===== src/core/cps_pkg.sv =====
`default_nettype none
package cps_pkg;
  // ***********************************************************
  // register map (byte addresses, one word per register)
  // ***********************************************************
  localparam logic [7:0] OFS_SENSE_FIRST  = 8'h00;
  localparam logic [7:0] OFS_SENSE_SECOND = 8'h04;
  localparam logic [7:0] OFS_TIMER_A_CTRL = 8'h08;
  localparam logic [7:0] OFS_TIMER_B_CTRL = 8'h0C;
  localparam logic [7:0] OFS_TIMER_B_GATE = 8'h10;
  localparam logic [7:0] OFS_TIMER_A_CNT  = 8'h14;
  localparam logic [7:0] OFS_TIMER_B_CNT  = 8'h18;
  localparam logic [7:0] OFS_NOISE_CTRL   = 8'h1C;

  // ***********************************************************
  // field positions
  // ***********************************************************
  localparam int unsigned BIT_ENABLE     = 7;
  localparam int unsigned RANGE_LSB      = 2;
  localparam int unsigned BIT_STATUS     = 1;
  localparam int unsigned BIT_EXT_SEL    = 0;
  localparam int unsigned CHAN_LSB       = 0;
  localparam int unsigned BIT_TA_SRC     = 0;
  localparam int unsigned BIT_TA_OVF     = 7;
  localparam int unsigned TB_SRC_LSB     = 6;
  localparam int unsigned BIT_TB_ON      = 0;
  localparam int unsigned BIT_TB_GATE_EN = 7;
  localparam int unsigned BIT_NOISE      = 0;

  // ***********************************************************
  // encodings, reset values, counts
  // ***********************************************************
  typedef enum logic [1:0] {
    RANGE_OFF  = 2'h0,
    RANGE_LOW  = 2'h1,
    RANGE_MED  = 2'h2,
    RANGE_HIGH = 2'h3
  } range_t;

  typedef enum logic [1:0] {
    TB_SRC_FOSC4 = 2'h0,
    TB_SRC_FOSC  = 2'h1,
    TB_SRC_NONE  = 2'h2,
    TB_SRC_OSC   = 2'h3
  } tb_src_t;

  localparam logic [1:0]  PRESCALE_LAST = 2'h3;
  localparam logic [3:0]  RST_CHANNEL   = 4'h0;
  localparam logic [7:0]  RST_TA_COUNT  = 8'h00;
  localparam logic [15:0] RST_TB_COUNT  = 16'h0000;
  localparam logic [31:0] RST_RDATA     = 32'h0000_0000;
endpackage : cps_pkg
`default_nettype wire


===== src/core/edge_sync.sv =====
`timescale 1ns/1ps
`default_nettype none
// two-flop synchroniser per bit plus a third stage for edge detection;
// the first stage feeds only the second
module edge_sync #(
  parameter int unsigned WIDTH = 3
) (
  input  wire logic             clk,
  input  wire logic             reset_n,
  input  wire logic [WIDTH-1:0] async_in,
  output var  logic [WIDTH-1:0] level,
  output var  logic [WIDTH-1:0] rise
);
  logic [WIDTH-1:0] meta;
  logic [WIDTH-1:0] last;

  always_ff @(posedge clk or negedge reset_n) begin
    if (!reset_n) begin
      meta  <= '0;
      level <= '0;
      last  <= '0;
    end else begin
      meta  <= async_in;
      level <= meta;
      last  <= level;
    end
  end

  assign rise = level & ~last;
endmodule : edge_sync
`default_nettype wire


===== src/core/capacitive_touch_freq_counter.sv =====
// The address map and the APB interface to the registers were chosen for this implementation.
`timescale 1ns/1ps
`default_nettype none
module capacitive_touch_freq_counter (
  input  wire logic        clk,
  input  wire logic        reset_n,
  input  wire logic        psel,
  input  wire logic        penable,
  input  wire logic        pwrite,
  input  wire logic [7:0]  paddr,
  input  wire logic [31:0] pwdata,
  output var  logic [31:0] prdata,
  output var  logic        pready,
  output var  logic        pslverr,
  input  wire logic        osc_in,
  input  wire logic        timer_a_clock_pin,
  input  wire logic        timer_b_gate_pin,
  input  wire logic        sleep_active,
  output var  logic [15:0] sense_pad_select,
  output var  logic        osc_active,
  output var  logic        osc_current_enable,
  output var  logic [1:0]  osc_range
);
  // ***********************************************************
  // helpers
  // ***********************************************************
  function automatic logic range_on(input logic [1:0] r);
    return r != cps_pkg::RANGE_OFF;
  endfunction : range_on

  function automatic logic [15:0] pad_decode(input logic [3:0] ch);
    return 16'h0001 << ch;
  endfunction : pad_decode

  function automatic logic reg_mapped(input logic [7:0] a);
    return a == cps_pkg::OFS_SENSE_FIRST || a == cps_pkg::OFS_SENSE_SECOND
        || a == cps_pkg::OFS_TIMER_A_CTRL || a == cps_pkg::OFS_TIMER_B_CTRL
        || a == cps_pkg::OFS_TIMER_B_GATE || a == cps_pkg::OFS_TIMER_A_CNT
        || a == cps_pkg::OFS_TIMER_B_CNT || a == cps_pkg::OFS_NOISE_CTRL;
  endfunction : reg_mapped

  logic        sense_module_enable;
  logic [1:0]  current_range_select;
  logic        timer_a_ext_clock_select;
  logic [3:0]  sense_channel_select;
  logic        timer_a_clock_source;
  logic        timer_a_overflow;
  logic [1:0]  timer_b_clock_source;
  logic        timer_b_on;
  logic        timer_b_gate_enable;
  logic        noise_detect;
  logic [7:0]  timer_a_count;
  logic [15:0] timer_b_count;
  logic [1:0]  prescale;
  logic [2:0]  sync_level;
  logic [2:0]  sync_rise;
  logic        osc_running;
  logic        osc_edge;
  logic        osc_direction_status;
  logic        fosc4_tick;
  logic        timer_a_tick;
  logic        timer_b_tick;
  logic        timer_b_run;
  logic        wr_en;
  logic        ta_wr;
  logic        tb_wr;
  logic [31:0] next_rdata;

  // ***********************************************************
  // oscillator input
  // ***********************************************************
  edge_sync #(.WIDTH(3)) u_sync (
    .clk      (clk),
    .reset_n  (reset_n),
    .async_in ({timer_b_gate_pin, timer_a_clock_pin, osc_in}),
    .level    (sync_level),
    .rise     (sync_rise)
  );

  // a stopped oscillator passes no edge, whatever the pin does
  assign osc_running = sense_module_enable && range_on(current_range_select);
  assign osc_edge    = sync_rise[0] && osc_running;
  // comparator high means current flows out of the pin
  assign osc_direction_status = sync_level[0] && osc_running;

  // ***********************************************************
  // apb slave
  // ***********************************************************
  assign wr_en = psel && penable && pready && pwrite;
  assign ta_wr = wr_en && paddr == cps_pkg::OFS_TIMER_A_CNT;
  assign tb_wr = wr_en && paddr == cps_pkg::OFS_TIMER_B_CNT;

  always_comb begin
    next_rdata = '0;
    unique case (paddr)
      cps_pkg::OFS_SENSE_FIRST: begin
        next_rdata[cps_pkg::BIT_ENABLE]  = sense_module_enable;
        next_rdata[cps_pkg::RANGE_LSB+:2] = current_range_select;
        next_rdata[cps_pkg::BIT_STATUS]  = osc_direction_status;
        next_rdata[cps_pkg::BIT_EXT_SEL] = timer_a_ext_clock_select;
      end
      cps_pkg::OFS_SENSE_SECOND:
        next_rdata[cps_pkg::CHAN_LSB+:4] = sense_channel_select;
      cps_pkg::OFS_TIMER_A_CTRL: begin
        next_rdata[cps_pkg::BIT_TA_SRC] = timer_a_clock_source;
        next_rdata[cps_pkg::BIT_TA_OVF] = timer_a_overflow;
      end
      cps_pkg::OFS_TIMER_B_CTRL: begin
        next_rdata[cps_pkg::TB_SRC_LSB+:2] = timer_b_clock_source;
        next_rdata[cps_pkg::BIT_TB_ON]     = timer_b_on;
      end
      cps_pkg::OFS_TIMER_B_GATE:
        next_rdata[cps_pkg::BIT_TB_GATE_EN] = timer_b_gate_enable;
      cps_pkg::OFS_TIMER_A_CNT: next_rdata[7:0] = timer_a_count;
      cps_pkg::OFS_TIMER_B_CNT: next_rdata[15:0] = timer_b_count;
      cps_pkg::OFS_NOISE_CTRL:  next_rdata[cps_pkg::BIT_NOISE] = noise_detect;
      default:                  next_rdata = '0;
    endcase
  end

  // one wait-free access phase: ready rises in the cycle after setup
  always_ff @(posedge clk or negedge reset_n) begin
    if (!reset_n) begin
      pready  <= 1'b0;
      pslverr <= 1'b0;
      prdata  <= cps_pkg::RST_RDATA;
    end else begin
      pready  <= psel && !penable;
      pslverr <= psel && !penable && !reg_mapped(paddr);
      prdata  <= (psel && !penable && !pwrite) ? next_rdata : cps_pkg::RST_RDATA;
    end
  end

  // ***********************************************************
  // control registers
  // ***********************************************************
  always_ff @(posedge clk or negedge reset_n) begin
    if (!reset_n) begin
      sense_module_enable      <= 1'b0;
      current_range_select     <= cps_pkg::RANGE_OFF;
      timer_a_ext_clock_select <= 1'b0;
      sense_channel_select     <= cps_pkg::RST_CHANNEL;
      timer_a_clock_source     <= 1'b0;
      timer_b_clock_source     <= cps_pkg::TB_SRC_FOSC4;
      timer_b_on               <= 1'b0;
      timer_b_gate_enable      <= 1'b0;
      noise_detect             <= 1'b0;
    end else if (wr_en) begin
      unique case (paddr)
        cps_pkg::OFS_SENSE_FIRST: begin
          sense_module_enable      <= pwdata[cps_pkg::BIT_ENABLE];
          current_range_select     <= pwdata[cps_pkg::RANGE_LSB+:2];
          timer_a_ext_clock_select <= pwdata[cps_pkg::BIT_EXT_SEL];
        end
        cps_pkg::OFS_SENSE_SECOND:
          sense_channel_select <= pwdata[cps_pkg::CHAN_LSB+:4];
        cps_pkg::OFS_TIMER_A_CTRL:
          timer_a_clock_source <= pwdata[cps_pkg::BIT_TA_SRC];
        cps_pkg::OFS_TIMER_B_CTRL: begin
          timer_b_clock_source <= pwdata[cps_pkg::TB_SRC_LSB+:2];
          timer_b_on           <= pwdata[cps_pkg::BIT_TB_ON];
        end
        cps_pkg::OFS_TIMER_B_GATE:
          timer_b_gate_enable <= pwdata[cps_pkg::BIT_TB_GATE_EN];
        cps_pkg::OFS_NOISE_CTRL:
          noise_detect <= pwdata[cps_pkg::BIT_NOISE];
        default: ;
      endcase
    end
  end

  // ***********************************************************
  // analog-facing outputs
  // ***********************************************************
  always_ff @(posedge clk or negedge reset_n) begin
    if (!reset_n) begin
      sense_pad_select   <= '0;
      osc_active         <= 1'b0;
      osc_current_enable <= 1'b0;
      osc_range          <= cps_pkg::RANGE_OFF;
    end else begin
      // channel field is ignored while disabled
      sense_pad_select <= sense_module_enable ? pad_decode(sense_channel_select) : '0;
      osc_active       <= osc_running;
      // noise mode lives in high range only: comparator on, pin current off
      osc_current_enable <= osc_running && !(noise_detect
                            && current_range_select == cps_pkg::RANGE_HIGH);
      osc_range        <= current_range_select;
    end
  end

  // ***********************************************************
  // timer a
  // ***********************************************************
  assign fosc4_tick = prescale == cps_pkg::PRESCALE_LAST;
  // timer a has no sleep clock, so it cannot take counts while asleep
  assign timer_a_tick = !sleep_active && (timer_a_clock_source
                        ? (timer_a_ext_clock_select ? osc_edge : sync_rise[1])
                        : fosc4_tick);

  always_ff @(posedge clk or negedge reset_n) begin
    if (!reset_n) begin
      prescale <= '0;
    end else begin
      prescale <= prescale + 2'h1;
    end
  end

  // software load wins over a count in the same cycle
  always_ff @(posedge clk or negedge reset_n) begin
    if (!reset_n) begin
      timer_a_count <= cps_pkg::RST_TA_COUNT;
    end else if (ta_wr) begin
      timer_a_count <= pwdata[7:0];
    end else if (timer_a_tick) begin
      timer_a_count <= timer_a_count + 8'h01;
    end
  end

  // overflow set beats a software clear in the same cycle
  always_ff @(posedge clk or negedge reset_n) begin
    if (!reset_n) begin
      timer_a_overflow <= 1'b0;
    end else if (timer_a_tick && !ta_wr && timer_a_count == 8'hFF) begin
      timer_a_overflow <= 1'b1;
    end else if (wr_en && paddr == cps_pkg::OFS_TIMER_A_CTRL) begin
      timer_a_overflow <= pwdata[cps_pkg::BIT_TA_OVF];
    end
  end

  // ***********************************************************
  // timer b
  // ***********************************************************
  assign timer_b_run = timer_b_on && (!timer_b_gate_enable || sync_level[2]);

  always_comb begin
    unique case (timer_b_clock_source)
      cps_pkg::TB_SRC_FOSC4: timer_b_tick = fosc4_tick;
      cps_pkg::TB_SRC_FOSC:  timer_b_tick = 1'b1;
      cps_pkg::TB_SRC_NONE:  timer_b_tick = 1'b0;
      cps_pkg::TB_SRC_OSC:   timer_b_tick = osc_edge;
    endcase
  end

  // timer b keeps counting in sleep; only the time base needs waking
  always_ff @(posedge clk or negedge reset_n) begin
    if (!reset_n) begin
      timer_b_count <= cps_pkg::RST_TB_COUNT;
    end else if (tb_wr) begin
      timer_b_count <= pwdata[15:0];
    end else if (timer_b_run && timer_b_tick) begin
      timer_b_count <= timer_b_count + 16'h0001;
    end
  end
endmodule : capacitive_touch_freq_counter
`default_nettype wire


===== config.mk =====
export PLATFORM = sky130hd
export DESIGN_NAME = capacitive_touch_freq_counter
export DESIGN_NICKNAME = d
export VERILOG_FILES = /design/src/core/cps_pkg.sv /design/src/core/edge_sync.sv /design/src/core/capacitive_touch_freq_counter.sv
export SDC_FILE = /design/constraint.sdc
export NUM_CORES = 1
export LEC_CHECK = 0
export CORE_MARGIN = 5
export CORE_UTILIZATION = 40
export CTS_BUF_LIST = sky130_fd_sc_hd__clkbuf_8 sky130_fd_sc_hd__clkbuf_16
export DETAILED_ROUTE_END_ITERATION = 7
export DONT_BUFFER_PORTS = 1
export GPL_TIMING_DRIVEN = 0
export SLEW_MARGIN = 5
export SYNTH_ARGS = -nofsm -noshare
export SYNTH_HDL_FRONTEND = slang
export SYNTH_HIERARCHICAL = 1
export SYNTH_SLANG_ARGS = --single-unit

===== constraint.sdc =====
create_clock -name clk -period 2.3 [get_ports clk]
set_input_delay 0.115 -clock clk [delete_from_list [all_inputs] [get_ports clk]]
set_output_delay 0.115 -clock clk [all_outputs]
set_load 0.02 [all_outputs]

---- Word-level counts from Yosys, hierarchy flattened ----
Cells that the tools add are included.
operators by class
  add/subtract/negate cells ............... 3
  multipliers ............................. 0
  div/mod/pow operators ................... 0
  magnitude comparators ................... 0
  equality and inequality tests ........... 13
  shifts and indexed selects .............. 1
  multiplexer cells ....................... 17
  bitwise operators ....................... 2
  reduce and logical (&&, ||, !) cells .... 46
operators by type and width
  cell                     number
  $mux W16                 4
  $eq A8 B5 Y1 const B     4
  $mux W8                  3
  $logic_and A1 B1 Y1      19
  $add A16 B1 Y16 const B  1
  $eq A8 B4 Y1 const B     2
  $shl A1 B4 Y16 const A   1
  $pmux W3 S4              1
  $reduce_and A2 Y1        6
  $add A8 B1 Y8 const B    1
  $eq A2 B2 Y1 const B     4
  $eq A8 B3 Y1 const B     1
  $eq A8 B8 Y1 const B     1
  $logic_not A8 Y1         1
  $logic_or A1 B1 Y1       8
  $reduce_bool A2 Y1       4
  $logic_not A1 Y1         7
  $pmux W1 S7              1
  $pmux W1 S6              1
  $mux W1                  4
  $pmux W1 S4              1
  $pmux W2 S2              1
  $pmux W1 S3              1
  $add A2 B1 Y2 const B    1
  4 further kinds          4
word-level totals
  bits in registers ....................... 87
  latch bits .............................. 0
  memory bits (writable) .................. 0
  bits in read-only memories .............. 0
  bits of input ports ..................... 49
  output and inout port bits .............. 54
  word-level logic and storage cells ...... 105
  memories kept ........................... 0

---- Logic depth before layout (Yosys ltp) ----
Gate-level depths: netlist of run 1.
  word-level depth ........................ 10
  mapped depth ............................ 7
  depth with buffers taken out ............ 7

---- Hierarchy ----
The synthesis of run 1 kept the hierarchy.
modules (own cells, without submodules)
  module                         instances  cells each  area each (um2)  sequential area each (um2)
  capacitive_touch_freq_counter  1          355         3,706.1          1,976.9
  edge_sync                      1          12          266.5            225.2

---- Worst setup path after synthesis of run 1 ----
OpenSTA, ideal clock, no wires.
  kind .................................... register to register
  from .................................... register prescale[0]
  to ...................................... register timer_b_count[11]
  setup time .............................. 0.125 ns
  data arrival time ....................... 1.647 ns
  data required time ...................... 2.175 ns
  slack ................................... 0.528 ns
  cell stages (with the launch flop) ...... 8
  path buffers ............................ 0
  clock period less this slack ............ 1.772 ns
  cell sequence ........................... dfrtp_1 ha_1 nor2b_1 o221ai_1 nor3_1 nand3_1 xnor2_1 mux2_2
between the ends
  cells in the longest elaborated chain, start to end .. 4
RTL lines
  item                                 RTL line                              RTL
  from (decl)                          capacitive_touch_freq_counter.sv:54   logic [1:0] prescale;
  from (signal assigned)               capacitive_touch_freq_counter.sv:205  prescale <= prescale + 2'h1;
  $eq A2 B2 Y1                         capacitive_touch_freq_counter.sv:195  assign fosc4_tick = prescale == cps_pkg::PRESCALE_LAST;
  $pmux W1 S4                          capacitive_touch_freq_counter.sv:237  unique case (timer_b_clock_source)
  $logic_and A1 B1 Y1                  capacitive_touch_freq_counter.sv:251  end else if (timer_b_run && timer_b_tick) begin
  $reduce_bool A2 Y1 (no source line)  n/a
  to (signal assigned)                 capacitive_touch_freq_counter.sv:248  timer_b_count <= cps_pkg::RST_TB_COUNT;
  to (signal assigned)                 capacitive_touch_freq_counter.sv:250  timer_b_count <= pwdata[15:0];
  to (signal assigned)                 capacitive_touch_freq_counter.sv:252  timer_b_count <= timer_b_count + 16'h0001;
  to (decl)                            capacitive_touch_freq_counter.sv:53   logic [15:0] timer_b_count;
Every way passes these cells.
A chain may end at the register's enable or synchronous reset.

---- Worst setup path after layout of run 1 ----
Same ends and word-level chain as after synthesis.

==> flow_metrics.tcl, run 1 <==
set metrics [dict create \
    clk_pin_slew_ns 0.08 \
    hold_depth 2 \
    max_freq_mhz 472 \
    crit_family "simple AND/OR/NAND/NOR gates" \
    cellPowerDensity_nw_per_um2 639 \
    numCtsBuffers 9 \
    cp.arrival_ns 2.35 \
    utilization_pct 47.8 \
    maxCapViolations 0 \
    initial_utilization_pct 40.6 \
    min_period_ns 2.12 \
    dr.pass1.iters 4 \
    ir_drop_mv 0.274 \
    vias 2796 \
    syn_area_um2 3930 \
    io-pin-count 103 \
    cts_hold_buf 26 \
    r2r_cells 7 \
    ys_warn_count 6 \
    critPathMaxStageDelay_ns 0.47 \
    clkLatencyLatePin_ns 0.36 \
    areaGrowthSynthToFinish_pct 17.7 \
    tightest_slew_ns 0.988 \
    hpwlAfterDp_mm 6.87 \
    worst-path-buf-inv 0 \
    startpoint_type "flop" \
    syn_inst 365 \
    clock-sinks 87 \
    grtUsageTotal_pct 16.9 \
    status "completed" \
    wire_per_inst_um 16.9 \
    worst-path-stages 7 \
    grt-ovfl-total 0 \
    power_mw 2.96 \
    postCtsSetupBuffers 0 \
    final_cells 556 \
    drt-vias-per-instance 5.03 \
    grt_pass1_vias 2882 \
    design_area_um2 4630 \
    crit_chain "ha_1 -> nor2b_1 -> o221ai_1 -> nor3_1 -> nand3_1 -> xnor2_1 -> mux2_2" \
    num_rows 36 \
    die_w_um 109 \
    cts_buffer_depth 2 \
    setup_viol 0 \
    routabilityCongestion 0.874 \
    drt_drc_violations_left 0 \
    io_buffer_count 0 \
    die_height_um 109 \
    crit_path_top_delay_cell "nor3_1" \
    clock_tree.htree_level_count 3 \
    grt_max_degree 88 \
    p_leak_nw 2.05 \
    hold_path_class "in2reg" \
    dp.cells 513 \
    drtIter0Drc 129 \
    fin_nets 469 \
    root_buffer "clkbuf_8" \
    grt_pass1_wl_mm 15.1 \
    crit_fanout 4 \
    core-area_um2 9680 \
    cp.required_ns 2.53 \
    avgSynthCellArea_um2 10.8 \
    end_kind "flop" \
    routed_wl_mm 9.42 \
    slew_violations 0 \
    antenna_found_initial 0 \
    drive_above_1_share_pct 14.2 \
    grt_setup_unrepaired "false" \
    slew_headroom_pct 33.6 \
    hold_violations 0 \
    placed_area_um2 4160 \
    antenna_violating_nets_post_route 0 \
    dieArea_um2 11900 \
    tns_ns 0 \
    cts_tree "done" \
    fin_crit_sh_pct 92.1 \
    cts_resized 0 \
    final_common_cell "dfrtp_1" \
    clock_skew_ns 0.0129 \
    critical_path_class "reg2reg" \
    final_cell_mix "dfrtp_1 (87), nor2_1 (48), a21oi_1 (26)" \
]
final timing paths:
| check | start | end | slack, ns |
|---|---|---|---|
| setup / recovery | prescale[0]$_DFF_PN0_ | timer_b_count[11]$_DFFE_PN0P_ | 0.18 |
| hold / removal | paddr[0] | prdata[7]$_DFF_PN0_ | 0.03 |
| setup reg to reg | prescale[0]$_DFF_PN0_ | timer_b_count[11]$_DFFE_PN0P_ | 0.18 |
| hold reg to reg | u_sync/meta[2]$_DFF_PN0_ | u_sync/level[2]$_DFF_PN0_ | 0.35 |
| max in group asynchronous | reset_n | prdata[2]$_DFF_PN0_ | 1.62 |
| min in group asynchronous | reset_n | u_sync/level[0]$_DFF_PN0_ | 0.32 |
metal layers:
metal	share of wire [%]	vias to the layer above	global-route usage (%)
met5	0	-	0
met4	2.7	0	7.57
met3	6.7	18	4.56
met2	46	98	25.6
met1	45	1343	22.8
li1	-	1337	-
final cells by class:
type | count | area, um2
inverter | 7 | 26.3
clock inverter | 6 | 53.8
buffer | 26 | 163
timing repair buffer | 26 | 278
clock buffer | 10 | 138
multi-input combinational | 260 | 1620
fill | 907 | 5060
sequential | 87 | 2180
antenna | 1 | 2.50
tap | 133 | 166
per-stage QoR:
step                hold slack [ns]  setup WS, ns
floorplan                    -0.181         0.528
global placement             -0.179         0.194
detailed placement           -0.179         0.175
CTS                         0.00274         0.147
global route                0.00480       0.00959
finish                       0.0287         0.182
state kept, by name, indices dropped and copies added, names as in the netlist, 2 cells and up:
name and cells:
prdata 16, sense_pad_select 16, timer_b_count 16, timer_a_count 8
sense_channel_select 4, u_sync/level 3, u_sync/meta 3, current_range_select 2
osc_range 2, prescale 2, timer_b_clock_source 2, u_sync/last 2
worst reg2reg max path, delay by kind of cell (launching register included):
kind / cells / cell delay (ns)
compound gates: 1 / 0.28
xor+xnor: 1 / 0.15
fa+ha+maj: 1 / 0.17
flops: 1 / 0.35
mux: 1 / 0.27
simple gates: 3 / 0.78
report_power, final:
part	internal (mW)	switching (mW)	leakage [nW]
combinational	0.124	0.147	0.824
sequential	1.58	0.0798	1.12
clock	0.518	0.510	0.106
total	2.22	0.737	2.05
Note: power is estimated with default switching activity, not from simulation.
==> inputs of run 2 (changes only) <==
Settings changed: CTS_BUF_LIST sky130_fd_sc_hd__clkbuf_8 sky130_fd_sc_hd__clkbuf_16 to default.
==> flow_metrics.tcl, run 2 (same netlist as run 1, synthesis figures left out) <==
set metrics [dict create \
    hold_violations 0 \
    wire_per_inst_um 16.9 \
    areaGrowthSynthToFinish_pct 17.7 \
    tightest_slew_ns 0.997 \
    met3_usage_pct 4.56 \
    fin_crit_sh_pct 92.5 \
    cts_buffer_depth 2 \
    ff_latch_area_um2 2180 \
    p_leak_nw 2.03 \
    end_kind "flop" \
    ir_drop_mv 0.275 \
    drtIter0Drc 112 \
    critical_path_class "reg2reg" \
    vias 2803 \
    root_buffer "clkbuf_8" \
    antenna_violating_nets_post_route 0 \
    cts_hold_buf 26 \
    grtUsageTotal_pct 16.9 \
    postCtsSetupBuffers 0 \
    final_cell_mix "dfrtp_1 (87), nor2_1 (48), a21oi_1 (26)" \
    core-area_um2 9680 \
    clock_skew_ns 0.0120 \
    cp.required_ns 2.53 \
    cellPowerDensity_nw_per_um2 642 \
    clock-sinks 87 \
    setup_viol 0 \
    num_rows 36 \
    io_buffer_count 0 \
    utilization_pct 47.8 \
    final_common_cell "dfrtp_1" \
    max_freq_mhz 470 \
    status "completed" \
    cts_tree "done" \
    die_height_um 109 \
    routabilityCongestion 0.874 \
    reg.largest.list "prdata (16), sense_pad_select (16), timer_b_count (16)" \
    clkLatencyLatePin_ns 0.36 \
    cp.arrival_ns 2.36 \
    hold_path_class "in2reg" \
    routed_wl_mm 9.40 \
    maxCapViolations 0 \
    slew_headroom_pct 32.9 \
    dr.pass1.iters 4 \
    initial_utilization_pct 40.6 \
    crit_fanout 4 \
    tns_ns 0 \
    drive_above_1_share_pct 14.2 \
    clk_pin_slew_ns 0.08 \
    io-pin-count 103 \
    min_period_ns 2.13 \
    fill_cells 907 \
    drt-vias-per-instance 5.04 \
    grt_use_met1_pct 22.8 \
    multiInputGateArea_um2 1620 \
    grt_pass1_wl_mm 15.1 \
    drt_drc_violations_left 0 \
    grt-ovfl-total 0 \
    fin_nets 469 \
    grt_pass1_vias 2882 \
    dieArea_um2 11900 \
    hpwlAfterDp_mm 6.87 \
    grt-busiest-layer "met2" \
    numCtsBuffers 9 \
    antenna_found_initial 0 \
    die_w_um 109 \
    clock_tree.htree_level_count 3 \
    startpoint_type "flop" \
    cts_resized 0 \
    slew_violations 0 \
    grt_max_degree 88 \
    use_met2_pct 25.6 \
    grt_setup_unrepaired "false" \
]
## run 2: power by group
| part | total (mW) | switching [mW] | internal, mW |
|---|---|---|---|
| clock | 1.04 | 0.511 | 0.532 |
| sequential | 1.66 | 0.0803 | 1.58 |
| combinational | 0.271 | 0.147 | 0.124 |
## run 2: final cells by class
class / instances / share of cell area [%]
Antenna cell: 1 / 0.0541
Buffer: 26 / 3.51
Clock buffer: 13 / 3.22
Clock inverter: 3 / 0.919
Inverter: 7 / 0.568
Multi-Input combinational cell: 260 / 35.1
Sequential cell: 87 / 47.0
Tap cell: 133 / 3.60
Timing Repair Buffer: 26 / 6.00
## run 2: layer usage
metal / part of all wire (%) / vias to the layer above
met4: 2.8 / 0
met5: 0 / -
met2: 46 / 101
li1: - / 1335
met3: 6.7 / 20
met1: 44 / 1347
## run 2: worst max-delay path: stages, from the launching register on
cell	delay, ns
dfrtp_1	0.35
ha_1	0.17
nor2b_1	0.15
o221ai_1	0.28
nor3_1	0.48
nand3_1	0.16
xnor2_1	0.15
mux2_2	0.27
## run 2: worst paths after layout
| kind | start | end | slack [ns] | cells after the start |
|---|---|---|---|---|
| hold reg to reg | u_sync/meta[2]$_DFF_PN0_ | u_sync/level[2]$_DFF_PN0_ | 0.35 | 0 |
| min in group asynchronous | reset_n | u_sync/level[0]$_DFF_PN0_ | 0.32 | 2 |
| setup reg to reg | prescale[0]$_DFF_PN0_ | timer_b_count[11]$_DFFE_PN0P_ | 0.17 | 7 |
| hold / removal | paddr[0] | prdata[7]$_DFF_PN0_ | 0.03 | 2 |
| max in group asynchronous | reset_n | timer_b_count[10]$_DFFE_PN0P_ | 1.62 | 2 |
| setup / recovery | prescale[0]$_DFF_PN0_ | timer_b_count[11]$_DFFE_PN0P_ | 0.17 | 7 |
## run 2: metrics by stage
step / power [mW] / instances / setup slack, ns / area (um2) / hold WS, ns
floorplan: 1.83 / 380 / 0.528 / 3990 / -0.181
global placement: 1.87 / 513 / 0.194 / 4160 / -0.179
detailed placement: 1.88 / 513 / 0.175 / 4160 / -0.179
CTS: 3.01 / 555 / 0.146 / 4630 / 0.00274
global route: 3.12 / 555 / 0.00980 / 4630 / 0.00480
finish: 2.97 / 556 / 0.173 / 4630 / 0.0261
